## config.mk

```make
export PLATFORM = sky130hd
export DESIGN_NAME = tacf_cmd_fsm
export DESIGN_NICKNAME = d
export VERILOG_FILES = /design/src/rtl/tacf_pkg.sv /design/src/rtl/tacf_cmd_fsm.sv
export SDC_FILE = /design/constraint.sdc
export NUM_CORES = 1
export LEC_CHECK = 0
export BUFFER_PORTS_ARGS = -buffer_cell sky130_fd_sc_hd__clkbuf_2
export CAP_MARGIN = 25
export CORE_MARGIN = 2
export CORE_UTILIZATION = 52
export DETAILED_ROUTE_END_ITERATION = 6
export PLACE_DENSITY = 0.77
export SLEW_MARGIN = 0
export SYNTH_ARGS = -nofsm -noshare
export SYNTH_HDL_FRONTEND = slang
export SYNTH_SLANG_ARGS = --single-unit
```

## constraint.sdc

```tcl
create_clock -name clk -period 1.7 [get_ports clk]
set_input_delay 0.085 -clock clk [delete_from_list [all_inputs] [get_ports clk]]
set_output_delay 0.085 -clock clk [all_outputs]
set_load 0.005 [all_outputs]
```

## src/rtl/tacf_pkg.sv

```systemverilog
/*
 Shared constants of the tag command decoder: command bytes, field positions,
 reset values, address limits and the state encoding.
 Assumes a single clock domain and a byte-wide request stream from the framer.
*/
package tacf_pkg;
   // ---------------------------------------------------------------
   // Command bytes
   // ---------------------------------------------------------------
   localparam logic [7:0] CMD_START = 8'h06;
   localparam logic [7:0] SUB_INVENTORY = 8'h00;
   localparam logic [7:0] SUB_SLOT_POLL = 8'h04;
   localparam logic [3:0] PROBE_CODE = 4'h6;
   localparam logic [3:0] PROBE_POLL_FIELD = 4'h0;
   localparam logic [7:0] CMD_READ = 8'h08;
   localparam logic [7:0] CMD_REQUEUE = 8'h0c;
   localparam logic [7:0] CMD_SELECT = 8'h0e;
   localparam logic [7:0] CMD_COMPLETE = 8'h0f;

   // ---------------------------------------------------------------
   // Field positions and limits
   // ---------------------------------------------------------------
   localparam int SLOT_LSB = 0;
   localparam int SLOT_MSB = 3;
   localparam logic [3:0] SLOT_ZERO = 4'h0;
   localparam logic [7:0] ADDR_LAST_USER = 8'h7f;
   localparam logic [7:0] ADDR_SYSTEM = 8'hff;
   localparam int READ_BYTES = 4;

   // ---------------------------------------------------------------
   // Reset values
   // ---------------------------------------------------------------
   localparam logic [7:0] HANDLE_RESET = 8'h00;
   localparam logic [15:0] LFSR_SEED = 16'hace1;

   // ---------------------------------------------------------------
   // Tag states, gray along ready-inventory-selected-deselected
   // ---------------------------------------------------------------
   typedef enum logic [2:0] {
      TACF_READY = 3'h0,
      TACF_INVENTORY = 3'h1,
      TACF_SELECTED = 3'h3,
      TACF_DESELECTED = 3'h2,
      TACF_DEACTIVATED = 3'h6
   } tacf_tag_state_t;

   // Request parse phase
   typedef enum logic [1:0] {
      TACF_P_CMD = 2'h0,
      TACF_P_ARG = 2'h1,
      TACF_P_WAIT = 2'h3
   } tacf_parse_t;
endpackage

```

## src/rtl/tacf_cmd_fsm.sv

```systemverilog
/*
 Command decoder and state machine of a contactless memory tag.
 Assumes an upstream framer delivering request bytes with a frame-end strobe
 and CRC verdict, a block memory with fixed read latency of one cycle, and an
 answer framer that accepts one byte per ans_valid/ans_ready handshake.
*/
`timescale 1ns/100ps

module tacf_cmd_fsm #(
   parameter int ADDR_W = 8
) (
   input wire logic clk,
   input wire logic rst_n,
   input wire logic req_valid,
   input wire logic [7:0] req_byte,
   input wire logic req_end,
   input wire logic req_crc_ok,
   output logic mem_rd,
   output logic [ADDR_W-1:0] mem_addr,
   input wire logic [31:0] mem_data,
   output logic ans_valid,
   output logic [7:0] ans_byte,
   output logic ans_last,
   input wire logic ans_ready,
   output logic [2:0] tag_state
);
   initial begin
      if (ADDR_W != 8) $error("tacf_cmd_fsm: address width must be 8");
   end

   // ---------------------------------------------------------------
   // State record
   // ---------------------------------------------------------------
   typedef struct packed {
      tacf_pkg::tacf_tag_state_t st;
      tacf_pkg::tacf_parse_t ph;
      logic [7:0] cmd;
      logic [7:0] arg;
      logic [1:0] nargs;
      logic bad;
      logic [7:0] handle;
      logic [15:0] lfsr;
      logic rd;
      logic fetch;
      logic [7:0] addr;
      logic [31:0] data;
      logic [2:0] left;
      logic valid;
      logic [7:0] obyte;
      logic last;
   } tacf_regs_t;

   tacf_regs_t r;
   tacf_regs_t next_r;
   logic fb;
   logic [31:0] shifted;

   // ---------------------------------------------------------------
   // Next state
   // ---------------------------------------------------------------
   always_comb begin
      next_r = r;
      next_r.rd = 1'b0;
      // Memory answers one cycle after the strobe, so wait a cycle
      next_r.fetch = r.rd;
      shifted = r.data >> 8;
      // Free-running random source, advances every cycle
      fb = r.lfsr[15] ^ r.lfsr[13] ^ r.lfsr[12] ^ r.lfsr[10];
      next_r.lfsr = {r.lfsr[14:0], fb};

      // Answer byte streaming
      if (r.valid && ans_ready) begin
         if (r.left != 3'h0) begin
            next_r.obyte = r.data[7:0];
            next_r.data = shifted;
            next_r.left = r.left - 3'h1;
            next_r.last = (r.left == 3'h1);
         end else begin
            next_r.valid = 1'b0;
            next_r.last = 1'b0;
         end
      end
      // Memory word stands in the cycle after the read strobe
      if (r.fetch) begin
         next_r.obyte = mem_data[7:0];
         next_r.data = mem_data >> 8;
         next_r.left = 3'(tacf_pkg::READ_BYTES - 1);
         next_r.valid = 1'b1;
         next_r.last = 1'b0;
      end

      // Request byte capture
      if (req_valid && r.st != tacf_pkg::TACF_DEACTIVATED) begin
         unique case (r.ph)
            tacf_pkg::TACF_P_CMD: begin
               next_r.cmd = req_byte;
               next_r.nargs = 2'h0;
               next_r.ph = tacf_pkg::TACF_P_ARG;
            end
            tacf_pkg::TACF_P_ARG: begin
               if (r.nargs == 2'h0) next_r.arg = req_byte;
               else next_r.bad = 1'b1;
               if (r.nargs != 2'h3) next_r.nargs = r.nargs + 2'h1;
            end
            tacf_pkg::TACF_P_WAIT: begin
            end
         endcase
      end

      // Frame end: decode whole request
      if (req_end) begin
         next_r.ph = tacf_pkg::TACF_P_CMD;
         next_r.bad = 1'b0;
         if (req_crc_ok && !r.valid && !r.rd && !r.fetch
             && r.ph == tacf_pkg::TACF_P_ARG) begin
            decode();
         end
      end
   end

   // Command decode on a good frame
   function automatic void decode();
      logic one_arg;
      logic no_arg;
      logic [3:0] slot;
      one_arg = (r.nargs == 2'h1) && !r.bad;
      no_arg = (r.nargs == 2'h0);
      slot = r.lfsr[7:4];
      if (r.cmd == tacf_pkg::CMD_START && one_arg && r.arg == tacf_pkg::SUB_INVENTORY) begin
         if (r.st == tacf_pkg::TACF_READY) begin
            next_r.st = tacf_pkg::TACF_INVENTORY;
            next_r.handle = r.lfsr[7:0];
            answer(r.lfsr[7:0]);
         end
      end else if (r.cmd == tacf_pkg::CMD_START && one_arg
                   && r.arg == tacf_pkg::SUB_SLOT_POLL) begin
         if (r.st == tacf_pkg::TACF_INVENTORY) begin
            next_r.handle[tacf_pkg::SLOT_MSB:tacf_pkg::SLOT_LSB] = slot;
            if (slot == tacf_pkg::SLOT_ZERO)
               answer({r.handle[7:4], slot});
         end
      end else if (no_arg && r.cmd[3:0] == tacf_pkg::PROBE_CODE
                   && r.cmd[7:4] != tacf_pkg::PROBE_POLL_FIELD) begin
         if (r.st == tacf_pkg::TACF_INVENTORY
             && r.handle[tacf_pkg::SLOT_MSB:tacf_pkg::SLOT_LSB] == r.cmd[7:4])
            answer(r.handle);
      end else if (r.cmd == tacf_pkg::CMD_SELECT && one_arg) begin
         if (r.st != tacf_pkg::TACF_READY) begin
            if (r.arg == r.handle) begin
               next_r.st = tacf_pkg::TACF_SELECTED;
               answer(r.handle);
            end else if (r.st == tacf_pkg::TACF_SELECTED) begin
               next_r.st = tacf_pkg::TACF_DESELECTED;
            end
         end
      end else if (r.cmd == tacf_pkg::CMD_COMPLETE && no_arg) begin
         if (r.st == tacf_pkg::TACF_SELECTED)
            next_r.st = tacf_pkg::TACF_DEACTIVATED;
      end else if (r.cmd == tacf_pkg::CMD_REQUEUE && no_arg) begin
         if (r.st == tacf_pkg::TACF_SELECTED)
            next_r.st = tacf_pkg::TACF_INVENTORY;
      end else if (r.cmd == tacf_pkg::CMD_READ && one_arg) begin
         if (r.st == tacf_pkg::TACF_SELECTED
             && (r.arg <= tacf_pkg::ADDR_LAST_USER || r.arg == tacf_pkg::ADDR_SYSTEM)) begin
            next_r.rd = 1'b1;
            next_r.addr = r.arg;
         end
      end
   endfunction

   // One-byte answer
   function automatic void answer(input logic [7:0] b);
      next_r.obyte = b;
      next_r.left = 3'h0;
      next_r.valid = 1'b1;
      next_r.last = 1'b1;
   endfunction

   // ---------------------------------------------------------------
   // Registers
   // ---------------------------------------------------------------
   always_ff @(posedge clk or negedge rst_n) begin
      if (!rst_n) begin
         r <= '0;
         r.st <= tacf_pkg::TACF_READY;
         r.ph <= tacf_pkg::TACF_P_CMD;
         r.handle <= tacf_pkg::HANDLE_RESET;
         r.lfsr <= tacf_pkg::LFSR_SEED;
      end else begin
         r <= next_r;
      end
   end

   // ---------------------------------------------------------------
   // Outputs
   // ---------------------------------------------------------------
   assign mem_rd = r.rd;
   assign mem_addr = r.addr;
   assign ans_valid = r.valid;
   assign ans_byte = r.obyte;
   assign ans_last = r.last;
   assign tag_state = r.st;
endmodule

```

; Word-level counts from Yosys, hierarchy flattened
; Index checks and enable logic that the tools add are counted.
[op_classes]
addsub = 2
n_eq_ne = 26
n_mux = 56
n_reduce_logical = 50
n_lt_le_gt_ge = 1
bitwise = 9
[ops]
columns = op, count
row1 = two-way mux 13 bit, 12
row2 = two-way mux 45 bit, 2
row3 = two-way mux 8 bit, 5
row4 = two-way mux 3 bit, 12
row5 = two-way mux 35 bit, 1
row6 = "== test 8 x 4 -> 1 bit, second input constant", 4
row7 = two-way mux 21 bit, 1
row8 = AND reduction 10 bit, 2
row9 = logical AND 1 bit, 18
row10 = "== test 8 x 3 -> 1 bit, second input constant", 2
row11 = two-way mux 4 bit, 4
row12 = nonzero test 2 bit, 8
row13 = two-way mux 1 bit, 14
row14 = two-way mux 10 bit, 1
row15 = "!= test 2 bit, second input constant", 5
row16 = two-way mux 9 bit, 1
row17 = AND reduction 3 bit, 3
row18 = == test 8 bit, 1
row19 = "== test 8 bit, second input constant", 1
row20 = "<= comparator 8 x 7 -> 1 bit, second input constant", 1
row21 = logical NOT 8 bit, 1
row22 = "!= test 4 bit, second input constant", 2
row23 = nonzero test 4 bit, 2
row24 = "== test 3 x 1 -> 1 bit, second input constant", 2
row25 = other kinds (23), 39
[totals]
out_inout_bits = 22
wordCells = 161
in_bits = 46
ff_bits = 103

; Depth between registers and ports, before layout
; Gate-level depths: netlist of the first run.
[depth]
ltp_word = 13
mapped_depth = 10
ltp_nobuf = 8

; Worst setup path after synthesis of the first run
; No wires, ideal clock.
[synth_path]
path_kind = flip-flop to flip-flop
startpoint = reg r[95] in the netlist's numbering
endpoint = reg r (netlist bit ans_byte[0])
setup_slack_ns = -0.203
path_buffers = 1
arrival_time_ns = 1.777
synth_period_minus_slack_ns = 1.903
path_stages_with_launch = 8
required_time_ns = 1.574
setup_time_ns = 0.126
cell_sequence = dfrtp_1 nor4_4 and3_2 nand3_2 o311ai_2 buf_4 a21oi_1 a221o_1
[synth_lines]
columns = element, line
row1 = from (decl), tacf_cmd_fsm.sv:53  ; tacf_regs_t r;
row2 = from (signal assigned), tacf_cmd_fsm.sv:190  ; r <= next_r;

==> qor.txt, run 1 <==
initial core utilization = 0.5352
Slew headroom = 0.6200
Worst-Skew Late Latency = 370 ps
Final Cell Area = 6409 um2
worst-path maximum fanout = 5
Leak Pwr = 3.193 nW
CTS tree = built
Worst Path Arrival = 2310 ps
die area = 9703 um2
vias per cell = 5.497
TNS Setup = -7358 ps
sw frac = 0.2793
internal cell power = 3.572 mW
Cells after Synth = 435
Fin. Hold Viols = 0
die height = 98.51 um
clock slew at reported path FFs = 100 ps
Port Buffers = 67
per-cell routed wire length = 17.88 um
Final nets = 645
library cells used by synthesis = 53
Total GRT Usage = 0.2449
Max VDD drop = 591.9 uV
element type at the critical path end = flop
Clock Skews = 13.61 ps
syn_area_per_cell = 10.68 um2
core area = 8678 um2
drt total wl = 12.62 mm
first-pass GRT wire length = 19.07 mm
RSZ-0062 raised after global routing = yes
clock period minus worst slack = 2056 ps
Max Freq = 486.5 MHz
die width = 98.51 um
failing checks = setup timing
worst hold-check slack = 107.2 ps
PwrDens = 773.5 nW/um2
Final Util = 0.7385
DRC violations left = 0
root buffer cell = clkbuf_8
area added between synthesis and finish = 37.99%
GRT overflow = 0
startpoint types = flop
measured slew at the worst slew-check pin = 570.0 ps
Final HPWL DP = 8.012 mm
Post-synth ARST share = 1.000
Psw = 1.384 mW
Slew Limit Fails = 0
I/O pins = 68
CTS sink cnt = 94
Sequential Area = 2366 um2
Final Total Pwr = 4.957 mW
vias in the first global route = 3985
initial antenna violation count = 0
H-tree depth = 3
Routed Antenna Nets = 0
Final GP Congestion = 0.8853
Inserted Clock Buffers = 9
synthesized area = 4644 um2
min-delay worst type = in2reg
sequential power share = 0.495
Mapped Nets = 487
fillers = 562
Starting DRT DRC Count = 220
largest net degree at the start of global routing = 70
Final setup viols = 32
portion of total power attributed to combinational logic = 0.194
worst setup margin = -355.7 ps
Initial DRT Pass Iterations = 4
WP data required = 1950 ps
Max clock buf depth = 2
number of synthesized register bits = 94
Rows = 34
share of layout cells above drive strength 1 = 0.4415
CP Class = reg2reg
area of the multi-input gates = 2256 um2
Main synth FF type = dfrtp_1
diode count = 0
Synth warnings = 0
vias = 3881
Post-synth EDFFs = 0
placed inst area = 5507 um2
max-cap violations = 0
Seq/Total Area, Yosys = 0.5086
Final period util = 1.209
clock share of power = 0.311
status = finished, violations left
worst paths after layout:
check                                start           to  slack (ps)  cells past startpoint
worst max-delay path                 r[85]  ans_byte[0]        -360                      9
max in group asynchronous            rst_n        r[53]         940                      3
min in group asynchronous            rst_n        r[30]         130                      2
worst min register to register  next_r[64]   next_r[65]         350                      0
worst max register to register       r[85]  ans_byte[0]        -360                      9
worst min-delay path             ans_ready    ans_valid         110                      4
layout by cell type, fill, tap and decap left out, drive strengths merged, types with 5 or more instances in the layout:
cell type and n:
mux2 31, dfrtp 86, mux2i 21, xor2 13
nor2 15, ha 6, dlygate4sd3 34, clkbuf 77
o211ai 5, a21o 5, nand2 71, nor3 11
buf 84, inv 17, a21oi 10, o21ai 38
nand3 6, dfstp 8
layer usage:
| metal | part of all wire | global-route usage |
|---|---|---|
| met1 | 0.41 | 0.3196 |
| met2 | 0.52 | 0.4249 |
| met3 | 0.047 | 0.03688 |
| met4 | 0.024 | 0.07482 |
| met5 | 0 | 0 |
logic make-up (layout without fill, tap and decap cells):
family	count (synthesis)	after routing	synth area share
xor+xnor	17	17	0.03206
simple gates	145	145	0.1643
mux	52	52	0.1204
flops	94	94	0.5086
buf+inv	51	214	0.06331
fa+ha+maj	6	6	0.01616
compound gates	70	70	0.09510
area by class of cell:
class,instances,area share
flip-flops and latches,94,0.3692
multi-input cells,290,0.3520
repair buffers,185,0.2187
well taps,108,0.02109
clock buffers,10,0.01991
clock inverters,6,0.01152
inverters,13,0.007614
worst max-delay path: stages, from the launching register on:
cell and delay (ps):
dfrtp_1 430, buf_4 160, nor3_2 220, buf_4 160, nand4_1 110, nand4bb_1 270, o311ai_4 110, buf_6 180
a21oi_2 40, a221o_1 270
registers in the layout (all words and copies together) (netlist names):
register   count
r             57
next_r        15
ans_byte       8
mem_addr       8
tag_state      3
ans_last       1
ans_valid      1
mem_rd         1
power groups by stage:
stage / combinational, mW / clock [mW] / sequential [mW]
2_1_floorplan: 0.294 / 0 / 2.47
3_3_place_gp: 0.682 / 0 / 2.46
3_5_place_dp: 0.703 / 0 / 2.47
4_1_cts: 0.809 / 1.56 / 2.43
5_1_grt: 1.03 / 1.66 / 2.46
6_report: 0.964 / 1.54 / 2.45
Yosys cell counts (2+ instances only):
library cell / count / area, um2
xor2_1: 13 / 113.9
nand4_1: 4 / 25.02
clkbuf_1: 11 / 41.29
nand2b_1: 4 / 25.02
buf_6: 3 / 33.78
a21oi_1: 10 / 50.05
mux2i_1: 21 / 210.2
dfstp_2: 8 / 210.2
nand3b_1: 3 / 22.52
nor2b_1: 4 / 25.02
mux2_2: 28 / 315.3
o211ai_1: 5 / 37.54
xnor2_1: 4 / 35.03
and3_1: 2 / 12.51
o21ai_0: 37 / 185.2
nand2_1: 71 / 266.5
or3_1: 2 / 12.51
nor3_1: 9 / 45.04
ha_1: 6 / 75.07
and4_1: 3 / 26.28
and4bb_2: 2 / 25.02
and2_1: 4 / 25.02
nand3_1: 4 / 20.02
a221o_1: 4 / 40.04
buf_4: 20 / 150.1
nand3_2: 2 / 20.02
mux2_1: 3 / 33.78
nor4_1: 3 / 18.77
inv_1: 13 / 48.80
nor2_1: 15 / 56.30
dfrtp_1: 86 / 2152
buf_2: 4 / 20.02
nor4b_1: 2 / 17.52
a21o_1: 5 / 37.54
nor3b_1: 2 / 15.01
metrics by stage:
step           setup WS (ps)  std cells
2_1_floorplan         -202.9        435
4_1_cts               -342.8        694
3_5_place_dp          -424.6        642
5_1_grt               -425.1        706
3_3_place_gp          -303.6        642
6_report              -355.7        706
repair_timing:
action	4_1_cts	5_1_grt
gates cloned	0	1
endpoints found under the setup margin	40	55
setup buffers	4	11
hold endpoints to repair	123	2
hold buffers	32	2
gates resized for setup	27	34
pin swaps	13	16
Power figures use the tool's default switching activity.
==> run 2, diff against run 1 <==
--- a/config.mk
+++ b/config.mk
@@ -7,7 +7,7 @@
 export LEC_CHECK = 0
 export BUFFER_PORTS_ARGS = -buffer_cell sky130_fd_sc_hd__clkbuf_2
 export CAP_MARGIN = 25
-export CORE_MARGIN = 2
+export CORE_MARGIN = 3
 export CORE_UTILIZATION = 52
 export DETAILED_ROUTE_END_ITERATION = 6
 export PLACE_DENSITY = 0.77
==> run 2 against run 1 <==
Compared with the run above: sequential share of layout area decreased by 0.31 points; combinational power down 6.1%; global-route usage increased by 2.2 points; total power increased by 4.3%; sequential power hardly changed; via count up 6.0%; final cell count decreased by 0.85%; utilization up 2.9 points; the run still ends with setup timing left; clock power grew 17%.
==> qor.txt, run 2 (same netlist as run 1, synthesis figures left out) <==
status = finished, violations left
failing checks = setup timing
Rows = 33 (-2.9%)
vias in the first global route = 4212 (+5.7%)
Total GRT Usage = 0.2666 (+0.02171)
Max clock buf depth = 2 (unchanged)
CTS sink cnt = 94 (unchanged)
WP data required = 1970 ps (+20 ps)
clock slew at reported path FFs = 100 ps (about the same)
Final setup viols = 32 (unchanged)
RSZ-0062 raised after global routing = yes
Leak Pwr = 3.176 nW (-0.51%)
DRC violations left = 0 (unchanged)
worst hold-check slack = 1.639 ps (-105.5 ps)
Routed Antenna Nets = 0 (unchanged)
Fin. Hold Viols = 0 (unchanged)
core area = 8423 um2 (-2.9%)
area added between synthesis and finish = 39.17%
vias per cell = 5.876 (+6.9%)
fillers = 477 (-15%)
Largest register FFs = 57 (unchanged)
worst setup margin = -527.1 ps (-171.4 ps)
Final GP Congestion = 0.8896 (+0.49%)
largest net degree at the start of global routing = 70 (unchanged)
Final Util = 0.7674 (+0.02891)
Clock Skews = 17.15 ps (+3.542 ps)
TNS Setup = -11820 ps (-4461 ps)
initial core utilization = 0.5514 (+0.01622)
Starting DRT DRC Count = 434 (+97%)
root buffer cell = clkbuf_8
CTS tree = built
commonest non-fill, non-tap cell in the layout = dfrtp_1
max incr delay on CP = 450 ps (+20 ps)
Final HPWL DP = 8.113 mm (+1.3%)
clock period minus worst slack = 2227 ps (+171.4 ps)
max-cap violations = 0 (unchanged)
Crit path top cell by count = buf_4
first-pass GRT wire length = 21.05 mm (+10%)
measured slew at the worst slew-check pin = 605.9 ps (+35.92 ps)
Final nets = 642 (-0.47%)
Slew headroom = 0.5960 (-0.02395)
startpoint types = flop
placed inst area = 5513 um2 (+0.11%)
min-delay worst type = in2reg
Inserted Clock Buffers = 9 (unchanged)
PwrDens = 800.0 nW/um2 (+3.4%)
crit-path cells = xor2_1, nor4_2, nand2_2, nor3_2, buf_4, o31ai_4, buf_4, o211ai_1
commonest cells after routing, fill and taps aside = 83 x dfrtp_1, 72 x buf_4, 66 x clkbuf_2
Top reg by flops = r
sum of buffers and inverters on the critical path = 2 (-1)
I/O pins = 68 (unchanged)
drt total wl = 14.61 mm (+16%)
worst-path maximum fanout = 4 (-1)
Max Freq = 449.0 MHz (-7.7%)
dpl ws = -364.6 ps (+59.98 ps)
Worst Path Arrival = 2500 ps (+190 ps)
die area = 10100 um2 (+4.1%)
diode count = 0 (unchanged)
Slew Limit Fails = 0 (unchanged)
per-cell routed wire length = 20.87 um (+17%)
Largest delay share family, worst path = simple AND/OR/NAND/NOR gates
GRT overflow = 0 (unchanged)
die height = 100.5 um (+2.0%)
vias = 4113 (+6.0%)
Final Cell Area = 6464 um2 (+0.86%)
H-tree depth = 3 (unchanged)
Final period util = 1.310 (+0.1008)
initial antenna violation count = 0 (unchanged)
CP Class = reg2reg
Worst-Skew Late Latency = 380 ps (about the same)
share of layout cells above drive strength 1 = 0.4437 (+0.002226)
Port Buffers = 67 (unchanged)
Initial DRT Pass Iterations = 6 (+2)
die width = 100.5 um (+2.0%)
element type at the critical path end = flop
slowest CP cell = dfrtp_2
Max VDD drop = 692.6 uV (+17%)
## run 2: power breakdown
part / internal (mW) / switching [mW] / total [mW]
Clock: 0.928 / 0.872 / 1.80
Combinational: 0.477 / 0.428 / 0.905
Sequential: 2.33 / 0.134 / 2.47
Total: 3.74 / 1.43 / 5.17
## run 2: final timing paths
kind,startpoint,slack [ps],depth (start not counted),end
worst max-delay path,r[85],-530,8,ans_byte[7]
worst min-delay path,req_byte[4],2,2,r[86]
min in group asynchronous,rst_n,170,2,r[28]
max in group asynchronous,rst_n,880,3,next_r[67]
worst min register to register,next_r[65],370,0,next_r[66]
worst max register to register,r[85],-530,8,ans_byte[7]
## run 2: layer usage
metal  vias to the layer above  GRT usage  wire [um]
met5                         -          0          0
met2                       239     0.4623       7303
met3                        65    0.04983       1011
met4                         0    0.08394        616
li1                       1789          -          -
met1                      2020     0.3387       5678
## run 2: through the flow
| stage | total power, mW | cells |
|---|---|---|
| finish | 5.171 | 700 |
| global route | 5.314 | 700 |
| CTS | 5.018 | 696 |
| detailed placement | 3.180 | 637 |
| global placement | 3.147 | 637 |
| floorplan | 2.764 | 435 |
## run 2: final cells by class
| class | count | area, um2 | share of cell area |
|---|---|---|---|
| Tap cell | 105 | 131.4 | 0.02033 |
| Clock inverter | 5 | 88.84 | 0.01374 |
| Timing Repair Buffer | 182 | 1376 | 0.2129 |
| Sequential cell | 94 | 2366 | 0.3660 |
| Inverter | 13 | 48.80 | 0.007549 |
| Clock buffer | 11 | 151.4 | 0.02342 |
| Multi-Input combinational cell | 290 | 2301 | 0.3560 |
## run 2: what timing repair did
action                                  in CTS  in global routing
hold buffers                                33                  0
pin swaps                                    8                 12
resized for setup                           27                 37
endpoints found under the hold margin       66                  0
endpoints found under the setup margin      34                 69
buffers inserted                            10                  4
